`src/core/trm_tick_note.sv`:
```
// Spare design file; every piece of logic sits in the monitor module.

```
`src/core/trm_pkg.sv`:
```
// Constants, register map and carrier types of the receive status monitor.
package trm_pkg;
  // ----------------------------------------------------------------------
  // Timing
  // ----------------------------------------------------------------------
  localparam int CLK_HZ = 50_000_000;
  localparam int MS_CYC = CLK_HZ / 1000;
  localparam int BLUE_US = 250;
  localparam int BLUE_CYC = BLUE_US * (CLK_HZ / 1_000_000);
  localparam int YEL_SET_MS = 600;
  localparam int YEL_CLR_MS = 200;
  localparam int VIOL_MIN_MS = 96;
  localparam int DEB_MS = 8;
  // ----------------------------------------------------------------------
  // Line framing and detector thresholds
  // ----------------------------------------------------------------------
  localparam logic [7:0] FRAME_LAST = 8'd192;
  localparam logic [7:0] TICK_RISE = 8'd130;
  localparam logic [7:0] TICK_FALL = 8'd33;
  localparam logic [7:0] ZERO_RUN = 8'd128;
  localparam logic [8:0] WIN_LAST = 9'd385;
  localparam logic [8:0] ONES_MIN = 9'd48;
  localparam logic [4:0] YEL_TOL = 5'd2;
  localparam logic [15:0] EXT_PATTERN = 16'h00FF;
  localparam logic [4:0] EXT_PERIOD = 5'd16;
  localparam int CHANNELS = 24;
  // ----------------------------------------------------------------------
  // Register map and field positions
  // ----------------------------------------------------------------------
  localparam logic [7:0] CTRL_OFS = 8'h00;
  localparam logic [7:0] STAT1_OFS = 8'h04;
  localparam logic [7:0] STAT2_OFS = 8'h08;
  localparam logic [7:0] PHASE_OFS = 8'h0C;
  localparam logic [7:0] SIGSEL_OFS = 8'h10;
  localparam logic [7:0] SIGDAT_OFS = 8'h14;
  localparam logic [7:0] LINE_OFS = 8'h18;
  localparam int CTRL_ESF_BIT = 0;
  localparam int CTRL_DEB_BIT = 7;
  localparam logic [7:0] CTRL_RST = 8'h00;
  localparam logic [4:0] SIGSEL_RST = 5'h00;
  // ----------------------------------------------------------------------
  // Carrier types
  // ----------------------------------------------------------------------
  typedef struct packed {
    logic phase_wrap_bit;
    logic [4:0] phase_slot_field;
    logic [2:0] phase_bitpos_field;
  } trm_phase_t;
  typedef struct packed {
    logic t256;
    logic t128;
    logic t64;
  } trm_viol_t;
endpackage

```
`src/core/trm_monitor.sv`:
```
// Receive status monitor of a T1 framer with an APB register slave.
//
// Implementation choices: the APB slave port and the address map.
`timescale 1ns/1ns
`default_nettype none
module trm_monitor
  import trm_pkg::*;
#(
  parameter int MS_CYCLES = MS_CYC,
  parameter int BLUE_CYCLES = BLUE_CYC
) (
  input wire logic clk_i,
  input wire logic rst_b_i,
  input wire logic psel_i,
  input wire logic penable_i,
  input wire logic pwrite_i,
  input wire logic [7:0] paddr_i,
  input wire logic [31:0] pwdata_i,
  output logic [31:0] prdata_o,
  output logic pready_o,
  output logic pslverr_o,
  input wire logic recovered_line_clock_i,
  input wire logic line_pos_i,
  input wire logic line_neg_i,
  input wire logic backplane_bit_clock_i,
  input wire logic backplane_frame_pulse_b_i,
  input wire logic frame_start_i,
  input wire logic in_sync_i,
  input wire logic alias_seen_i,
  input wire logic resync_i,
  input wire logic fdl_valid_i,
  input wire logic fdl_bit_i,
  input wire logic sig_valid_i,
  input wire logic [4:0] sig_chan_i,
  input wire logic [3:0] sig_abcd_i,
  output logic no_input_flag_o,
  output logic recv_unipolar_pos_o,
  output logic recv_unipolar_neg_o,
  output logic recovered_frame_tick_o
);
  // ----------------------------------------------------------------------
  // Pin synchronisers and edge strobes
  // ----------------------------------------------------------------------
  logic [1:0] lclk_s_ff, pos_s_ff, neg_s_ff, bclk_s_ff, fp_s_ff;
  logic lclk_d_ff, bclk_d_ff;
  logic bit_stb, bp_stb;

  // Stage one feeds stage two only; edges are taken from stage two on.
  always_ff @(posedge clk_i or negedge rst_b_i) begin
    if (!rst_b_i) begin
      lclk_s_ff <= 2'b00;
      pos_s_ff <= 2'b00;
      neg_s_ff <= 2'b00;
      bclk_s_ff <= 2'b00;
      fp_s_ff <= 2'b11;
      lclk_d_ff <= 1'b0;
      bclk_d_ff <= 1'b0;
    end else begin
      lclk_s_ff <= {lclk_s_ff[0], recovered_line_clock_i};
      pos_s_ff <= {pos_s_ff[0], line_pos_i};
      neg_s_ff <= {neg_s_ff[0], line_neg_i};
      bclk_s_ff <= {bclk_s_ff[0], backplane_bit_clock_i};
      fp_s_ff <= {fp_s_ff[0], backplane_frame_pulse_b_i};
      lclk_d_ff <= lclk_s_ff[1];
      bclk_d_ff <= bclk_s_ff[1];
    end
  end

  assign bit_stb = lclk_s_ff[1] & ~lclk_d_ff;
  assign bp_stb = bclk_s_ff[1] & ~bclk_d_ff;

  logic pos_b, neg_b, one_b;
  assign pos_b = pos_s_ff[1];
  assign neg_b = neg_s_ff[1];
  assign one_b = pos_b | neg_b;

  // ----------------------------------------------------------------------
  // Millisecond timebase
  // ----------------------------------------------------------------------
  logic [15:0] ms_cnt_ff;
  logic ms_tick;
  assign ms_tick = (ms_cnt_ff == 16'(MS_CYCLES - 1));

  // One shared tick keeps every long timer to a few bits.
  always_ff @(posedge clk_i or negedge rst_b_i) begin
    if (!rst_b_i) ms_cnt_ff <= 16'h0000;
    else if (ms_tick) ms_cnt_ff <= 16'h0000;
    else ms_cnt_ff <= ms_cnt_ff + 16'h0001;
  end

  // ----------------------------------------------------------------------
  // Registers written by software
  // ----------------------------------------------------------------------
  logic [7:0] ctrl_ff;
  logic [4:0] sigsel_ff;
  logic esf_mode, deb_en;
  logic apb_wr;
  assign esf_mode = ctrl_ff[CTRL_ESF_BIT];
  assign deb_en = ctrl_ff[CTRL_DEB_BIT];
  assign pready_o = psel_i & penable_i;
  assign apb_wr = pready_o & pwrite_i;

  // Writes land on the access edge; unmapped writes are dropped.
  always_ff @(posedge clk_i or negedge rst_b_i) begin
    if (!rst_b_i) begin
      ctrl_ff <= CTRL_RST;
      sigsel_ff <= SIGSEL_RST;
    end else if (apb_wr) begin
      if (paddr_i == CTRL_OFS) ctrl_ff <= pwdata_i[7:0];
      else if (paddr_i == SIGSEL_OFS) sigsel_ff <= pwdata_i[4:0];
    end
  end

  // ----------------------------------------------------------------------
  // Line frame position and recovered tick
  // ----------------------------------------------------------------------
  logic [7:0] fbit_ff;
  logic tick_ff, frame_end, b2_slot;
  logic [7:0] fbit_m1;
  assign frame_end = bit_stb & (fbit_ff == FRAME_LAST);
  assign fbit_m1 = fbit_ff - 8'd1;
  assign b2_slot = (fbit_ff != 8'd0) & (fbit_m1[2:0] == 3'd1);

  // Divide by 193, re-aligned by the framer's frame start.
  always_ff @(posedge clk_i or negedge rst_b_i) begin
    if (!rst_b_i) fbit_ff <= 8'h00;
    else if (bit_stb) begin
      if (frame_start_i) fbit_ff <= 8'h01;
      else if (fbit_ff == FRAME_LAST) fbit_ff <= 8'h00;
      else fbit_ff <= fbit_ff + 8'h01;
    end
  end

  // Rising edge lands on bit 2 of channel 17, about half period high.
  always_ff @(posedge clk_i or negedge rst_b_i) begin
    if (!rst_b_i) tick_ff <= 1'b0;
    else if (bit_stb) begin
      if (fbit_ff == TICK_RISE) tick_ff <= 1'b1;
      else if (fbit_ff == TICK_FALL) tick_ff <= 1'b0;
    end
  end
  assign recovered_frame_tick_o = tick_ff;

  // ----------------------------------------------------------------------
  // No-input detection
  // ----------------------------------------------------------------------
  logic [7:0] zrun_ff;
  logic [8:0] win_ff, ones_ff;
  logic noin_ff, upos_ff, uneg_ff;

  // Fixed back-to-back windows; cheaper than a 386-bit sliding sum.
  always_ff @(posedge clk_i or negedge rst_b_i) begin
    if (!rst_b_i) begin
      zrun_ff <= 8'h00;
      win_ff <= 9'h000;
      ones_ff <= 9'h000;
      noin_ff <= 1'b0;
    end else if (bit_stb) begin
      if (one_b) zrun_ff <= 8'h00;
      else if (zrun_ff != ZERO_RUN) zrun_ff <= zrun_ff + 8'h01;
      if (win_ff == WIN_LAST) begin
        win_ff <= 9'h000;
        ones_ff <= 9'h000;
      end else begin
        win_ff <= win_ff + 9'h001;
        if (one_b && ones_ff != ONES_MIN) ones_ff <= ones_ff + 9'h001;
      end
      if (!one_b && zrun_ff == ZERO_RUN - 8'd1) noin_ff <= 1'b1;
      else if (win_ff == WIN_LAST && ones_ff == ONES_MIN)
        noin_ff <= 1'b0;
    end
  end

  // Unipolar copies are forced high while no input is seen.
  always_ff @(posedge clk_i or negedge rst_b_i) begin
    if (!rst_b_i) begin
      upos_ff <= 1'b0;
      uneg_ff <= 1'b0;
    end else begin
      upos_ff <= pos_b | noin_ff;
      uneg_ff <= neg_b | noin_ff;
    end
  end
  assign no_input_flag_o = noin_ff;
  assign recv_unipolar_pos_o = upos_ff;
  assign recv_unipolar_neg_o = uneg_ff;

  // ----------------------------------------------------------------------
  // D3/D4 remote warning
  // ----------------------------------------------------------------------
  logic [4:0] b2one_ff;
  logic qual_ff, warn_d4_ff;
  logic [9:0] zms_ff, cms_ff;

  // A frame with a couple of stray ones still counts, so errors pass.
  always_ff @(posedge clk_i or negedge rst_b_i) begin
    if (!rst_b_i) begin
      b2one_ff <= 5'h00;
      qual_ff <= 1'b0;
    end else if (frame_end) begin
      qual_ff <= (b2one_ff <= YEL_TOL);
      b2one_ff <= 5'h00;
    end else if (bit_stb && b2_slot && one_b && b2one_ff != 5'h1F) begin
      b2one_ff <= b2one_ff + 5'h01;
    end
  end

  always_ff @(posedge clk_i or negedge rst_b_i) begin
    if (!rst_b_i) begin
      zms_ff <= 10'h000;
      cms_ff <= 10'h000;
      warn_d4_ff <= 1'b0;
    end else if (esf_mode) begin
      zms_ff <= 10'h000;
      cms_ff <= 10'h000;
      warn_d4_ff <= 1'b0;
    end else if (ms_tick) begin
      if (qual_ff) begin
        cms_ff <= 10'h000;
        if (zms_ff != 10'(YEL_SET_MS)) zms_ff <= zms_ff + 10'h001;
        if (zms_ff == 10'(YEL_SET_MS - 1)) warn_d4_ff <= 1'b1;
      end else begin
        zms_ff <= 10'h000;
        if (cms_ff != 10'(YEL_CLR_MS)) cms_ff <= cms_ff + 10'h001;
        if (cms_ff == 10'(YEL_CLR_MS - 1)) warn_d4_ff <= 1'b0;
      end
    end
  end

  // ----------------------------------------------------------------------
  // ESF remote warning
  // ----------------------------------------------------------------------
  logic [15:0] fdl_sr_ff;
  logic [4:0] since_ff;
  logic warn_ext_ff;
  logic [15:0] fdl_nxt;
  assign fdl_nxt = {fdl_sr_ff[14:0], fdl_bit_i};

  // The pattern must recur every 16 bits or the warning drops.
  always_ff @(posedge clk_i or negedge rst_b_i) begin
    if (!rst_b_i) begin
      fdl_sr_ff <= 16'hFFFF;
      since_ff <= 5'h00;
      warn_ext_ff <= 1'b0;
    end else if (!esf_mode) begin
      warn_ext_ff <= 1'b0;
      since_ff <= 5'h00;
    end else if (fdl_valid_i) begin
      fdl_sr_ff <= fdl_nxt;
      if (fdl_nxt == EXT_PATTERN) begin
        warn_ext_ff <= 1'b1;
        since_ff <= 5'h00;
      end else if (since_ff == EXT_PERIOD - 5'd1) begin
        warn_ext_ff <= 1'b0;
      end else begin
        since_ff <= since_ff + 5'h01;
      end
    end
  end

  // ----------------------------------------------------------------------
  // Alias flag and all-ones alarm
  // ----------------------------------------------------------------------
  logic alias_ff, blue_ff, zseen_ff;
  logic [8:0] orun_ff;
  logic [13:0] bcnt_ff;
  logic bwin_end;
  assign bwin_end = (bcnt_ff == 14'(BLUE_CYCLES - 1));

  // A new alias report wins over a resync in the same cycle.
  always_ff @(posedge clk_i or negedge rst_b_i) begin
    if (!rst_b_i) alias_ff <= 1'b0;
    else if (alias_seen_i) alias_ff <= 1'b1;
    else if (resync_i) alias_ff <= 1'b0;
  end

  always_ff @(posedge clk_i or negedge rst_b_i) begin
    if (!rst_b_i) begin
      orun_ff <= 9'h000;
      bcnt_ff <= 14'h0000;
      zseen_ff <= 1'b0;
      blue_ff <= 1'b0;
    end else begin
      bcnt_ff <= bwin_end ? 14'h0000 : bcnt_ff + 14'h0001;
      if (bit_stb) begin
        if (!one_b) orun_ff <= 9'h000;
        else if (orun_ff != WIN_LAST + 9'd1) orun_ff <= orun_ff + 9'h001;
      end
      if (bwin_end) zseen_ff <= 1'b0;
      else if (bit_stb && !one_b) zseen_ff <= 1'b1;
      if (orun_ff == WIN_LAST + 9'd1 && !in_sync_i) blue_ff <= 1'b1;
      else if (bwin_end && zseen_ff) blue_ff <= 1'b0;
    end
  end

  // ----------------------------------------------------------------------
  // Bipolar violation toggles
  // ----------------------------------------------------------------------
  logic last_pos_ff, viol;
  logic [7:0] v256_ff;
  logic [6:0] v128_ff, vms_ff;
  logic pend_ff, vint_ok;
  trm_viol_t vt_ff;
  assign viol = bit_stb & one_b & (pos_b == last_pos_ff);
  assign vint_ok = (vms_ff == 7'(VIOL_MIN_MS));

  always_ff @(posedge clk_i or negedge rst_b_i) begin
    if (!rst_b_i) last_pos_ff <= 1'b0;
    else if (bit_stb && one_b) last_pos_ff <= pos_b;
  end

  // Once 256 is reached, counting stops until the interval has run out.
  always_ff @(posedge clk_i or negedge rst_b_i) begin
    if (!rst_b_i) begin
      v256_ff <= 8'h00;
      v128_ff <= 7'h00;
      vms_ff <= 7'h00;
      pend_ff <= 1'b0;
      vt_ff <= '0;
    end else begin
      if (ms_tick && !vint_ok) vms_ff <= vms_ff + 7'h01;
      if (viol) v128_ff <= v128_ff + 7'h01;
      if (viol && v128_ff == 7'h7F) vt_ff.t128 <= ~vt_ff.t128;
      if (viol && v128_ff[5:0] == 6'h3F) vt_ff.t64 <= ~vt_ff.t64;
      if (pend_ff) begin
        if (vint_ok) begin
          vt_ff.t256 <= ~vt_ff.t256;
          pend_ff <= 1'b0;
          vms_ff <= 7'h00;
        end
      end else if (viol) begin
        v256_ff <= v256_ff + 8'h01;
        if (v256_ff == 8'hFF) begin
          if (vint_ok) begin
            vt_ff.t256 <= ~vt_ff.t256;
            vms_ff <= 7'h00;
          end else begin
            pend_ff <= 1'b1;
          end
        end
      end
    end
  end

  // ----------------------------------------------------------------------
  // Backplane position and phase capture
  // ----------------------------------------------------------------------
  logic [7:0] bp_cnt_ff, dphase;
  trm_phase_t phase_ff;
  logic tick_d_ff, tick_rise, fwrap;
  logic [7:0] old_ph;
  assign tick_rise = tick_ff & ~tick_d_ff;
  assign old_ph = {phase_ff.phase_slot_field, phase_ff.phase_bitpos_field};
  assign dphase = bp_cnt_ff - old_ph;
  // Shortest way round decides direction, then a wrap is a crossing of 0.
  assign fwrap = dphase[7] ? (bp_cnt_ff > old_ph) : (bp_cnt_ff < old_ph);

  // The frame pulse, active low, restarts the count at a bit clock edge.
  always_ff @(posedge clk_i or negedge rst_b_i) begin
    if (!rst_b_i) bp_cnt_ff <= 8'h00;
    else if (bp_stb) begin
      if (!fp_s_ff[1]) bp_cnt_ff <= 8'h00;
      else bp_cnt_ff <= bp_cnt_ff + 8'h01;
    end
  end

  // Faster line input moves the tick earlier, so the reading falls.
  always_ff @(posedge clk_i or negedge rst_b_i) begin
    if (!rst_b_i) begin
      tick_d_ff <= 1'b0;
      phase_ff <= '0;
    end else begin
      tick_d_ff <= tick_ff;
      if (tick_rise) begin
        phase_ff.phase_slot_field <= bp_cnt_ff[7:3];
        phase_ff.phase_bitpos_field <= bp_cnt_ff[2:0];
        if (fwrap) phase_ff.phase_wrap_bit <= ~phase_ff.phase_wrap_bit;
      end
    end
  end

  // ----------------------------------------------------------------------
  // Signalling store with freeze and debounce
  // ----------------------------------------------------------------------
  logic [3:0] store_ff [CHANNELS];
  logic [3:0] cand_ff [CHANNELS];
  logic [3:0] age_ff [CHANNELS];
  logic sig_take;
  assign sig_take = sig_valid_i & in_sync_i & (sig_chan_i < 5'(CHANNELS));

  // Out of sync nothing is stored, which freezes the last good values.
  always_ff @(posedge clk_i or negedge rst_b_i) begin
    if (!rst_b_i) begin
      for (int i = 0; i < CHANNELS; i++) begin
        store_ff[i] <= 4'h0;
        cand_ff[i] <= 4'h0;
        age_ff[i] <= 4'h0;
      end
    end else begin
      for (int i = 0; i < CHANNELS; i++) begin
        if (sig_take && sig_chan_i == 5'(i)) begin
          cand_ff[i] <= sig_abcd_i;
          if (sig_abcd_i != cand_ff[i]) age_ff[i] <= 4'h0;
          if (!deb_en) store_ff[i] <= sig_abcd_i;
        end else if (ms_tick && in_sync_i) begin
          if (age_ff[i] != 4'(DEB_MS)) age_ff[i] <= age_ff[i] + 4'h1;
          else if (deb_en) store_ff[i] <= cand_ff[i];
        end
      end
    end
  end

  // ----------------------------------------------------------------------
  // APB read path
  // ----------------------------------------------------------------------
  logic [31:0] rd_val;
  logic rd_err;
  logic [3:0] sig_rd;
  // D3/D4 has only A and B; C and D read as zero there.
  assign sig_rd = esf_mode ? store_ff[sigsel_ff] :
                  {store_ff[sigsel_ff][3:2], 2'b00};

  always_comb begin
    rd_val = 32'h0000_0000;
    rd_err = 1'b0;
    if (paddr_i == CTRL_OFS) rd_val = {24'h0, ctrl_ff};
    else if (paddr_i == STAT1_OFS)
      rd_val = {24'h0, warn_d4_ff, alias_ff, 1'b0, warn_ext_ff, 1'b0,
                vt_ff.t256, 2'b00};
    else if (paddr_i == STAT2_OFS)
      rd_val = {24'h0, blue_ff, phase_ff.phase_wrap_bit, 1'b0,
                vt_ff.t128, vt_ff.t64, 3'b000};
    else if (paddr_i == PHASE_OFS) rd_val = {24'h0, old_ph};
    else if (paddr_i == SIGSEL_OFS) rd_val = {27'h0, sigsel_ff};
    else if (paddr_i == SIGDAT_OFS) rd_val = {28'h0, sig_rd};
    else if (paddr_i == LINE_OFS) rd_val = {31'h0, noin_ff};
    else rd_err = 1'b1;
  end

  // Read data is registered in the setup cycle, so no wait state.
  always_ff @(posedge clk_i or negedge rst_b_i) begin
    if (!rst_b_i) begin
      prdata_o <= 32'h0000_0000;
      pslverr_o <= 1'b0;
    end else if (psel_i && !penable_i) begin
      prdata_o <= pwrite_i ? 32'h0000_0000 : rd_val;
      pslverr_o <= rd_err;
    end
  end
endmodule // trm_monitor
`default_nettype wire

```
`config.mk`:
```
export PLATFORM = sky130hd
export DESIGN_NAME = trm_monitor
export DESIGN_NICKNAME = d
export VERILOG_FILES = /design/src/core/trm_tick_note.sv /design/src/core/trm_pkg.sv /design/src/core/trm_monitor.sv
export SDC_FILE = /design/constraint.sdc
export NUM_CORES = 1
export LEC_CHECK = 0
export BUFFER_PORTS_ARGS = -buffer_cell sky130_fd_sc_hd__buf_2
export CAP_MARGIN = 5
export CELL_PAD_IN_SITES_DETAIL_PLACEMENT = 1
export CELL_PAD_IN_SITES_GLOBAL_PLACEMENT = 2
export CORE_MARGIN = 2
export CORE_UTILIZATION = 44
export DETAILED_ROUTE_END_ITERATION = 12
export GPL_ROUTABILITY_DRIVEN = 0
export MAX_ROUTING_LAYER = met4
export PLACE_DENSITY = 0.9
export SKIP_LAST_GASP = 1
export SYNTH_ARGS = -nofsm -noshare
export SYNTH_HDL_FRONTEND = slang
export SYNTH_SLANG_ARGS = --single-unit
```
`constraint.sdc`:
```
create_clock -name clk_i -period 4.49 [get_ports clk_i]
set_input_delay 0.898 -clock clk_i [delete_from_list [all_inputs] [get_ports clk_i]]
set_output_delay 0.898 -clock clk_i [all_outputs]
set_load 0.05 [all_outputs]
```
==> results of run 1 <==
==> cells in the mapped netlist (all sizes together) (4+ instances only) <==
cell type and count:
a22o 4, a22oi 7, nand4 62, or2 11, a21bo 5, and3b 5, clkbuf 49, nand2b 21
nor4 15, a32o 12, o31ai 15, nor2b 20, o41ai 26, or3 12, buf 66, mux2i 7
dfstp 17, mux4 27, a41oi 6, o21ba 5, a21o 13, nand2 401, inv 89, o21ai 195
ha 85, xnor2 130, a21oi 56, nor2 171, nand3 131, o21a 30, nand3b 10, o21bai 10
nor4b 5, dfrtp 478, nor4bb 4, and3 40, xor2 36, a31oi 12, and2 10, nor3b 7
o22ai 7, nor3 27, mux2 152
==> state kept, by name, indices dropped and copies added, names as in the netlist, 9 cells and up <==
signal and count:
orun_ff 9, cms_ff 10, ones_ff 9, age_ff 96, win_ff 9, bcnt_ff 14
zms_ff 10, fdl_sr_ff 15, ms_cnt_ff 16, cand_ff 96, store_ff 96
==> worst reg2reg max path, delay by kind of cell, from the launching register on <==
kind / cells / cell delay (ns)
multiplexers: 1 / 0.39
flip-flops: 1 / 0.36
AND/OR/NAND/NOR: 4 / 1.39
AO/OA/AOI/OAI: 1 / 0.31
adder cells (fa/ha/maj): 1 / 0.19
buffers and inverters: 1 / 0.50
==> worst paths after layout <==
| check | to | slack [ns] | cells past startpoint |
|---|---|---|---|
| setup reg to reg | store_ff[23] | 1.23 | 8 |
| hold reg to reg | neg_s_ff[1] | 0.35 | 0 |
| setup / recovery | store_ff[23] | 1.23 | 8 |
| max in group asynchronous | fdl_sr_ff[9] | 3.00 | 3 |
| min in group clk_i | neg_s_ff[1] | 0.35 | 0 |
| hold / removal | age_ff[26] | 0.28 | 1 |
==> cells by family (layout without fill, tap and decap cells) <==
logic type | Yosys count | after routing | share of synthesized area (%)
flip-flops | 495 | 495 | 48.6
XOR/XNOR | 166 | 166 | 5.69
AND/OR/NAND/NOR | 965 | 965 | 17.9
buffers and inverters | 204 | 281 | 3.72
multiplexers | 186 | 186 | 9.47
AO/OA/AOI/OAI | 416 | 416 | 10.4
adder cells (fa/ha/maj) | 85 | 85 | 4.16
other | 1 | 27 | 0.0147
==> metal layers <==
metal,share of wire (%),track usage (%)
met4,2.6,6.94
met2,50,39.5
met5,0,-
met3,3.2,3.32
met1,44,29.5
==> power groups by stage <==
stage / logic [W] / registers (W) / clock network (W)
2_1_floorplan: 0.000804 / 0.00504 / 0
3_3_place_gp: 0.00106 / 0.00511 / 0
3_5_place_dp: 0.00113 / 0.00514 / 0
4_1_cts: 0.00115 / 0.00507 / 0.00491
5_1_grt: 0.00128 / 0.00511 / 0.00508
6_report: 0.00113 / 0.00507 / 0.00480
==> area by class of cell <==
cell class | instances | area (um2)
clock buffers | 87 | 1740
fillers | 6292 | 29000
flip-flops and latches | 495 | 12400
repair buffers | 87 | 626
multi-input cells | 1842 | 12300
clock inverters | 18 | 216
well taps | 765 | 957
diodes | 3 | 7.51
inverters | 89 | 334
==> per-stage QoR <==
step / area, um2 / cells / total power (W)
2_1_floorplan: 25600 / 2541 / 0.00585
3_3_place_gp: 26600 / 3278 / 0.00616
3_5_place_dp: 26600 / 3278 / 0.00626
4_1_cts: 28600 / 3383 / 0.0111
5_1_grt: 28600 / 3386 / 0.0115
6_report: 28600 / 3386 / 0.0110
==> flow_summary.toml, run 1 <==
[die]
die-width_um = 245
die_height_um = 245
rows = 88
start_util_pct = 44.4
core_area_um2 = 57600
dieArea_um2 = 60000
io_pins = 104

[route]
dr.pass1.iters = 5
drt-initial-drc-count = 1093
ant_nets = 0
vias_per_cell = 5.63
wirelength_mm = 66.8
route.detailed.drc = 0
vias = 19100
wl_per_cell_um = 19.7

[sta]
fin_ws_ns = 1.23
rsz0062_at_grt = "false"
fin_hold_ws_ns = 0.276
slew_headroom_pct = 32.5
drv_slew = 0
period_share_pct = 72.7
hold_viol_final = 0
fin_crit_ns = 3.26
clock_skew_ns = 0.0362
setup_viol = 0
tightestPinTransition_ns = 1.00
tns_ns = 0
fmax_ghz = 0.307

[power]
p_comb_share_pct = 10.3
p_switching_w = 0.00294
p_leak_nw = 13.0
p_seq_share_pct = 46.1
p_sw_share_pct = 26.7
power_density_nw_per_um2 = 385
power_frac_clock_pct = 43.7
ir_drop_mv = 0.316
internal-power_w = 0.00807

[clocking]
postCtsSetupBuffers = 0
clk_latency_ns = 0.65
ctsRootBufferMaster = "clkbuf_16"
htreeDepth = 2
numCtsBuffers = 57
cts.clk_slew.worst_paths_ns = 0.06
clock_sinks = 495
cts_hold_buf = 0
ctsResizeCount = 0
cts_buffer_depth = 3
cts_tree = "yes"

[setup_path]
crit_path_end_kind = "flop"
cpPeakStageDelay_ns = 0.65
path_max_fanout = 46
cp_num_buf_inv = 1
path_class = "flop to flop"
r2r_start = "ms_cnt_ff[0]"
cp-startpoint = "ms_cnt_ff[0]"
crit_family = "simple AND/OR/NAND/NOR gates"
startpoint_type = "flop"
crit_arrival_ns = 3.77
worstPathRequired_ns = 5.00
crit_chain = "ha_1, and3_1, and4_1, and2_2, buf_4, nand4_1, o21ai_1, mux2_2"
crit_path_top_delay_cell = "and4_1"

[yosys]
syn-cell-area_um2 = 25600
ys_seq_area_share_pct = 48.6
syn_inst = 2518
synth_top_area_share_pct = 46.8
syn_area_per_cell_um2 = 10.1
yosys_warnings = 0
ys_seq_elements = 495
synthTopCellsByArea = "dfrtp_1 (47%), mux2_2 (6.3%), nand2_1 (5.9%)"
yosysUniqueCellTypes = 79
yosys_most_used_dff = "dfrtp_1"
yosys.area.top_type = "dfrtp_1"
async_flop_share_pct = 100
synth-edff-count = 0

[grt]
grt_pass1_wl_mm = 111
grt_pass1_vias = 20900
grt_max_degree = 84
grt.overflow.total = 0
track_usage_pct = 23.5
antenna_found_initial = 3

[finish]
drive_gt1_share_pct = 16.3
final_common_cell = "dfrtp_1"
num-nets-final = 2723
most-common-layout-cells = "dfrtp_1 (477), nand2_1 (400), nor2_1 (168)"
synthToLayoutAreaGrowth_pct = 11.8
fin_util_pct = 49.6

[worst_hold_path]
hp-class = "input pin to asynchronous set/reset pin"

[placed_design]
pre_cts_slack_ns = 1.03
detailed_place_hpwl_mm = 46.0
portBuffers = 55

[outcome]
outcome = "finished clean"

[run]
drv_cap = 0
Note: power is estimated with default switching activity, not from simulation.
==> run 2, diff against run 1 <==
--- a/config.mk
+++ b/config.mk
@@ -10,11 +10,11 @@
 export CELL_PAD_IN_SITES_DETAIL_PLACEMENT = 1
 export CELL_PAD_IN_SITES_GLOBAL_PLACEMENT = 2
 export CORE_MARGIN = 2
-export CORE_UTILIZATION = 44
+export CORE_UTILIZATION = 41
 export DETAILED_ROUTE_END_ITERATION = 12
 export GPL_ROUTABILITY_DRIVEN = 0
 export MAX_ROUTING_LAYER = met4
-export PLACE_DENSITY = 0.9
+export PLACE_DENSITY = 0.85
 export SKIP_LAST_GASP = 1
 export SYNTH_ARGS = -nofsm -noshare
 export SYNTH_HDL_FRONTEND = slang
==> constraint.sdc (replaced) <==
create_clock -name clk_i -period 3.37 [get_ports clk_i]
set_input_delay 0.674 -clock clk_i [delete_from_list [all_inputs] [get_ports clk_i]]
set_output_delay 0.674 -clock clk_i [all_outputs]
set_load 0.05 [all_outputs]
==> flow_summary.toml, run 2 (synthesis gave the netlist of run 1 again) <==
[clocking]
numCtsBuffers = 58
postCtsSetupBuffers = 0
ctsResizeCount = 0
clk_latency_ns = 0.61
htreeDepth = 2
cts_buffer_depth = 3
cts_tree = "yes"
cts_hold_buf = 0
ctsRootBufferMaster = "clkbuf_16"
clock_sinks = 495
cts.clk_slew.worst_paths_ns = 0.06

[sta]
slew_headroom_pct = 38.3
period_share_pct = 81.7
drv_slew = 0
fmax_ghz = 0.363
tightestPinTransition_ns = 0.919
rsz0062_at_grt = "false"
setup_viol = 0
clock_skew_ns = 0.0244
fin_hold_ws_ns = 0.0177
fin_crit_ns = 2.75
tns_ns = 0
hold_viol_final = 0

[power]
internal-power_w = 0.0111
p_leak_nw = 13.1
power_density_nw_per_um2 = 515
ir_drop_mv = 0.400
p_seq_share_pct = 45.3
p_switching_w = 0.00383
p_sw_share_pct = 25.7
power_frac_clock_pct = 44.5
p_comb_share_pct = 10.2
total_power_w = 0.0149

[setup_path]
path_class = "flop to flop"
cp_num_buf_inv = 1
crit_path_top_delay_cell = "o22ai_1"
startpoint_type = "flop"
cpPeakStageDelay_ns = 0.49
r2r_cells = 6
crit_path_end_kind = "flop"
crit_family = "simple AND/OR/NAND/NOR gates"
crit_arrival_ns = 3.24
crit_chain = "nor4bb_1, and4_1, nand2_4, buf_12, o22ai_1, mux2_2"
worstPathRequired_ns = 3.86
path_max_fanout = 35
r2r_slack_ns = 0.62
r2r_start = "ms_cnt_ff[12]"
r2r_end = "store_ff[95]"

[route]
ant_nets = 0
vias_per_cell = 5.44
wl_per_cell_um = 19.0
route.detailed.drc = 0
vias = 18900
dr.pass1.iters = 5
drt-initial-drc-count = 919
wirelength_mm = 66.0

[worst_hold_path]
hp-class = "input pin to asynchronous set/reset pin"

[die]
core_area_um2 = 61700
rows = 91
io_pins = 104
die-width_um = 254
start_util_pct = 41.4
dieArea_um2 = 64300
die_height_um = 254

[grt]
grt_pass1_vias = 20300
antenna_found_initial = 1
grt_pass1_wl_mm = 108
grt_max_degree = 112
grt.overflow.total = 0
track_usage_pct = 21.4

[finish]
most-common-layout-cells = "dfrtp_1 (477), nand2_1 (400), nor2_1 (168)"
num-nets-final = 2745
reg.largest.list = "age_ff: 96 flops, cand_ff: 96 flops, store_ff: 96 flops"
final_common_cell = "dfrtp_1"
fin_util_pct = 46.8
drive_gt1_share_pct = 17.0
synthToLayoutAreaGrowth_pct = 13.1

[run]
drv_cap = 0

[outcome]
outcome = "finished clean"

[placed_design]
detailed_place_hpwl_mm = 46.0
portBuffers = 55
-- run 2: changes by cell type in the layout (fill, tap and decap cells not counted) --
cell and delta:
clkinv_16 -1, bufinv_16 +5, diode_2 -2, buf_12 +2, buf_4 +19, inv_6 -1, clkinv_2 +2, clkinvlp_4 +1
clkbuf_1 -1, clkbuf_8 -3, clkinv_8 -1
-- run 2: how the worst max path moves through the flow --
stage / from / end / slack (ns) / depth (start not counted)
5_1_grt: ms_cnt_ff[12] / store_ff[94] / 0.46 / 6
3_3_place_gp: sig_chan_i[0] / store_ff[33] / 0.67 / 5
6_report: ms_cnt_ff[12] / store_ff[95] / 0.62 / 6
3_5_place_dp: ms_cnt_ff[13] / store_ff[82] / 0.61 / 7
2_1_floorplan: sig_chan_i[3] / store_ff[0] / 0.93 / 9
4_1_cts: ms_cnt_ff[12] / store_ff[95] / 0.57 / 6
-- run 2: final cells by class --
class,count,area (um2)
clock inverters,23,329
fillers,6873,32800
flip-flops and latches,495,12400
inverters,89,334
diodes,1,2.50
repair buffers,108,808
clock buffers,83,1700
multi-input cells,1842,12300
well taps,837,1050
-- run 2: power groups by stage --
| stage | sequential, W | combinational, W | clock, W |
|---|---|---|---|
| final | 0.00674 | 0.00152 | 0.00662 |
| after global routing | 0.00680 | 0.00171 | 0.00704 |
| after CTS | 0.00674 | 0.00154 | 0.00679 |
| after detailed placement | 0.00684 | 0.00153 | 0 |
| after global placement | 0.00680 | 0.00144 | 0 |
| after floorplan | 0.00672 | 0.00107 | 0 |
-- run 2: through the flow --
stage | setup WS [ns] | std cells | cell area, um2
after detailed placement | 0.606 | 3371 | 26900
after global placement | 0.669 | 3371 | 26900
after floorplan | 0.930 | 2541 | 25600
after global routing | 0.465 | 3478 | 28900
after CTS | 0.570 | 3477 | 28900
final | 0.617 | 3478 | 28900
-- run 2: layer usage --
| metal | GRT usage, % | vias to the layer above | share of wire (%) |
|---|---|---|---|
| met5 | - | - | 0 |
| met4 | 6.99 | 0 | 3.3 |
| met3 | 2.89 | 124 | 3.1 |
| met2 | 35.6 | 242 | 49 |
| met1 | 27.2 | 9628 | 45 |
| li1 | - | 8910 | - |
==> run 3, diff against run 2 <==
==> constraint.sdc (replaced) <==
create_clock -name clk_i -period 2.7 [get_ports clk_i]
set_input_delay 0.54 -clock clk_i [delete_from_list [all_inputs] [get_ports clk_i]]
set_output_delay 0.54 -clock clk_i [all_outputs]
set_load 0.05 [all_outputs]
==> flow_summary.toml, run 3 (synthesis gave the netlist of run 1 again) <==
[die]
start_util_pct = 41.4
io_pins = 104
rows = 91
dieArea_um2 = 64300
core_area_um2 = 61700
die_height_um = 254
die-width_um = 254

[placed_design]
detailed_place_hpwl_mm = 47.3
placed_cell_area_um2 = 27300
portBuffers = 55
place_inst = 3417

[sta]
setup_viol = 0
tightestPinTransition_ns = 0.702
drv_slew = 0
fmax_ghz = 0.401
fin_crit_ns = 2.50
rsz0062_at_grt = "false"
slew_headroom_pct = 53.2
tns_ns = 0
hold_viol_final = 0
period_share_pct = 92.5
clock_skew_ns = 0.0281

[route]
wl_per_cell_um = 19.3
dr.pass1.iters = 5
vias = 19300
wirelength_mm = 68.2
drt-initial-drc-count = 1085
route.detailed.drc = 0
ant_nets = 0
vias_per_cell = 5.46

[grt]
grt.overflow.total = 0
grt_pass1_wl_mm = 112
grt_pass1_vias = 21000
grt_max_degree = 67
antenna_found_initial = 5
track_usage_pct = 22.3

[power]
ir_drop_mv = 0.442
p_switching_w = 0.00494
p_sw_share_pct = 26.8
total_power_w = 0.0185
p_leak_nw = 13.4
power_frac_clock_pct = 43.8
p_comb_share_pct = 10.5
internal-power_w = 0.0135
power_density_nw_per_um2 = 628
p_seq_share_pct = 45.6

[clocking]
htreeDepth = 2
cts_buffer_depth = 3
cts_tree = "yes"
ctsRootBufferMaster = "clkbuf_16"
numCtsBuffers = 56
clk_latency_ns = 0.64
cts.clk_slew.worst_paths_ns = 0.06
postCtsSetupBuffers = 0
clock_sinks = 495

[setup_path]
startpoint_type = "flop"
cp-startpoint = "ms_cnt_ff[0]"
r2r_cells = 8
path_max_fanout = 40
crit_end = "store_ff[47]"
crit_arrival_ns = 3.01
crit_path_end_kind = "flop"
r2r_slack_ns = 0.20
path_class = "flop to flop"
r2r_start = "ms_cnt_ff[0]"
worstPathRequired_ns = 3.21
r2r_end = "store_ff[47]"

[run]
drv_cap = 0

[finish]
most-common-layout-cells = "dfrtp_1 (477), nand2_1 (400), nor2_1 (167)"
final_common_cell = "dfrtp_1"
fillers = 6873
drive_gt1_share_pct = 18.6
final_cells = 3533
num-nets-final = 2795
ff_latch_area_um2 = 12400
multi_input_area_um2 = 12300
reg.largest.list = "age_ff: 96 flops, cand_ff: 96 flops, store_ff: 96 flops"
post-route-cell-area_um2 = 29400
synthToLayoutAreaGrowth_pct = 15.0

[outcome]
outcome = "finished clean"

[worst_hold_path]
hp-class = "input pin to flop"
==> run 3: critical path, cell delays in order, from the launching register on <==
cell and delay, ns:
dfrtp_1 0.36, ha_1 0.19, and3_1 0.25, and4_4 0.33
and2_2 0.20, buf_12 0.23, nand4_1 0.17, o21ai_2 0.20
mux2_2 0.38
==> run 3: worst min-delay path by stage <==
stage	start	endpoint	slack [ns]	cells past startpoint
5_1_grt	alias_seen_i	alias_ff	0.05	2
3_5_place_dp	bclk_s_ff[0]	bclk_s_ff[1]	0.34	0
2_1_floorplan	rst_b_i	age_ff[0]	0.24	0
4_1_cts	alias_seen_i	alias_ff	0.04	2
6_report	alias_seen_i	alias_ff	0.07	2
3_3_place_gp	bclk_s_ff[0]	bclk_s_ff[1]	0.33	0
==> run 3: repair_timing <==
item / CTS / global route
hold buffers: 6 / 0
gates resized for setup: 2 / 6
setup endpoints to repair: 24 / 25
hold endpoints to repair: 54 / 0
==> run 3: power by group through the flow <==
| stage | Combinational [W] | Sequential (W) | Clock, W |
|---|---|---|---|
| after floorplan | 0.00134 | 0.00839 | 0 |
| after CTS | 0.00197 | 0.00841 | 0.00830 |
| after global routing | 0.00219 | 0.00849 | 0.00861 |
| final | 0.00194 | 0.00842 | 0.00809 |
| after detailed placement | 0.00194 | 0.00854 | 0 |
| after global placement | 0.00184 | 0.00849 | 0 |
==> run 3: metal layers <==
metal	vias up	share of wire, %	track usage [%]
li1	9024	-	-
met1	9919	45	28.3
met2	236	49	37.0
met3	109	3.2	3.14
met4	0	2.7	7.16
met5	-	0	-
==> run 3: layout make-up <==
type / instances / area share, %
Antenna cell: 6 / 0.0511
Clock buffer: 72 / 5.21
Clock inverter: 32 / 1.45
Inverter: 89 / 1.14
Multi-Input combinational cell: 1842 / 41.9
Sequential cell: 495 / 42.2
Tap cell: 837 / 3.57
Timing Repair Buffer: 160 / 4.43
==> run 3: stage by stage <==
step,utilization (%),hold slack [ns],worst slack (ns)
floorplan,-,0.244,0.394
global placement,44.3,0.332,-0.00974
detailed placement,44.3,0.339,-0.0743
CTS,47.5,0.0401,0.0583
global route,47.6,0.0533,0.0637
finish,47.6,0.0736,0.203
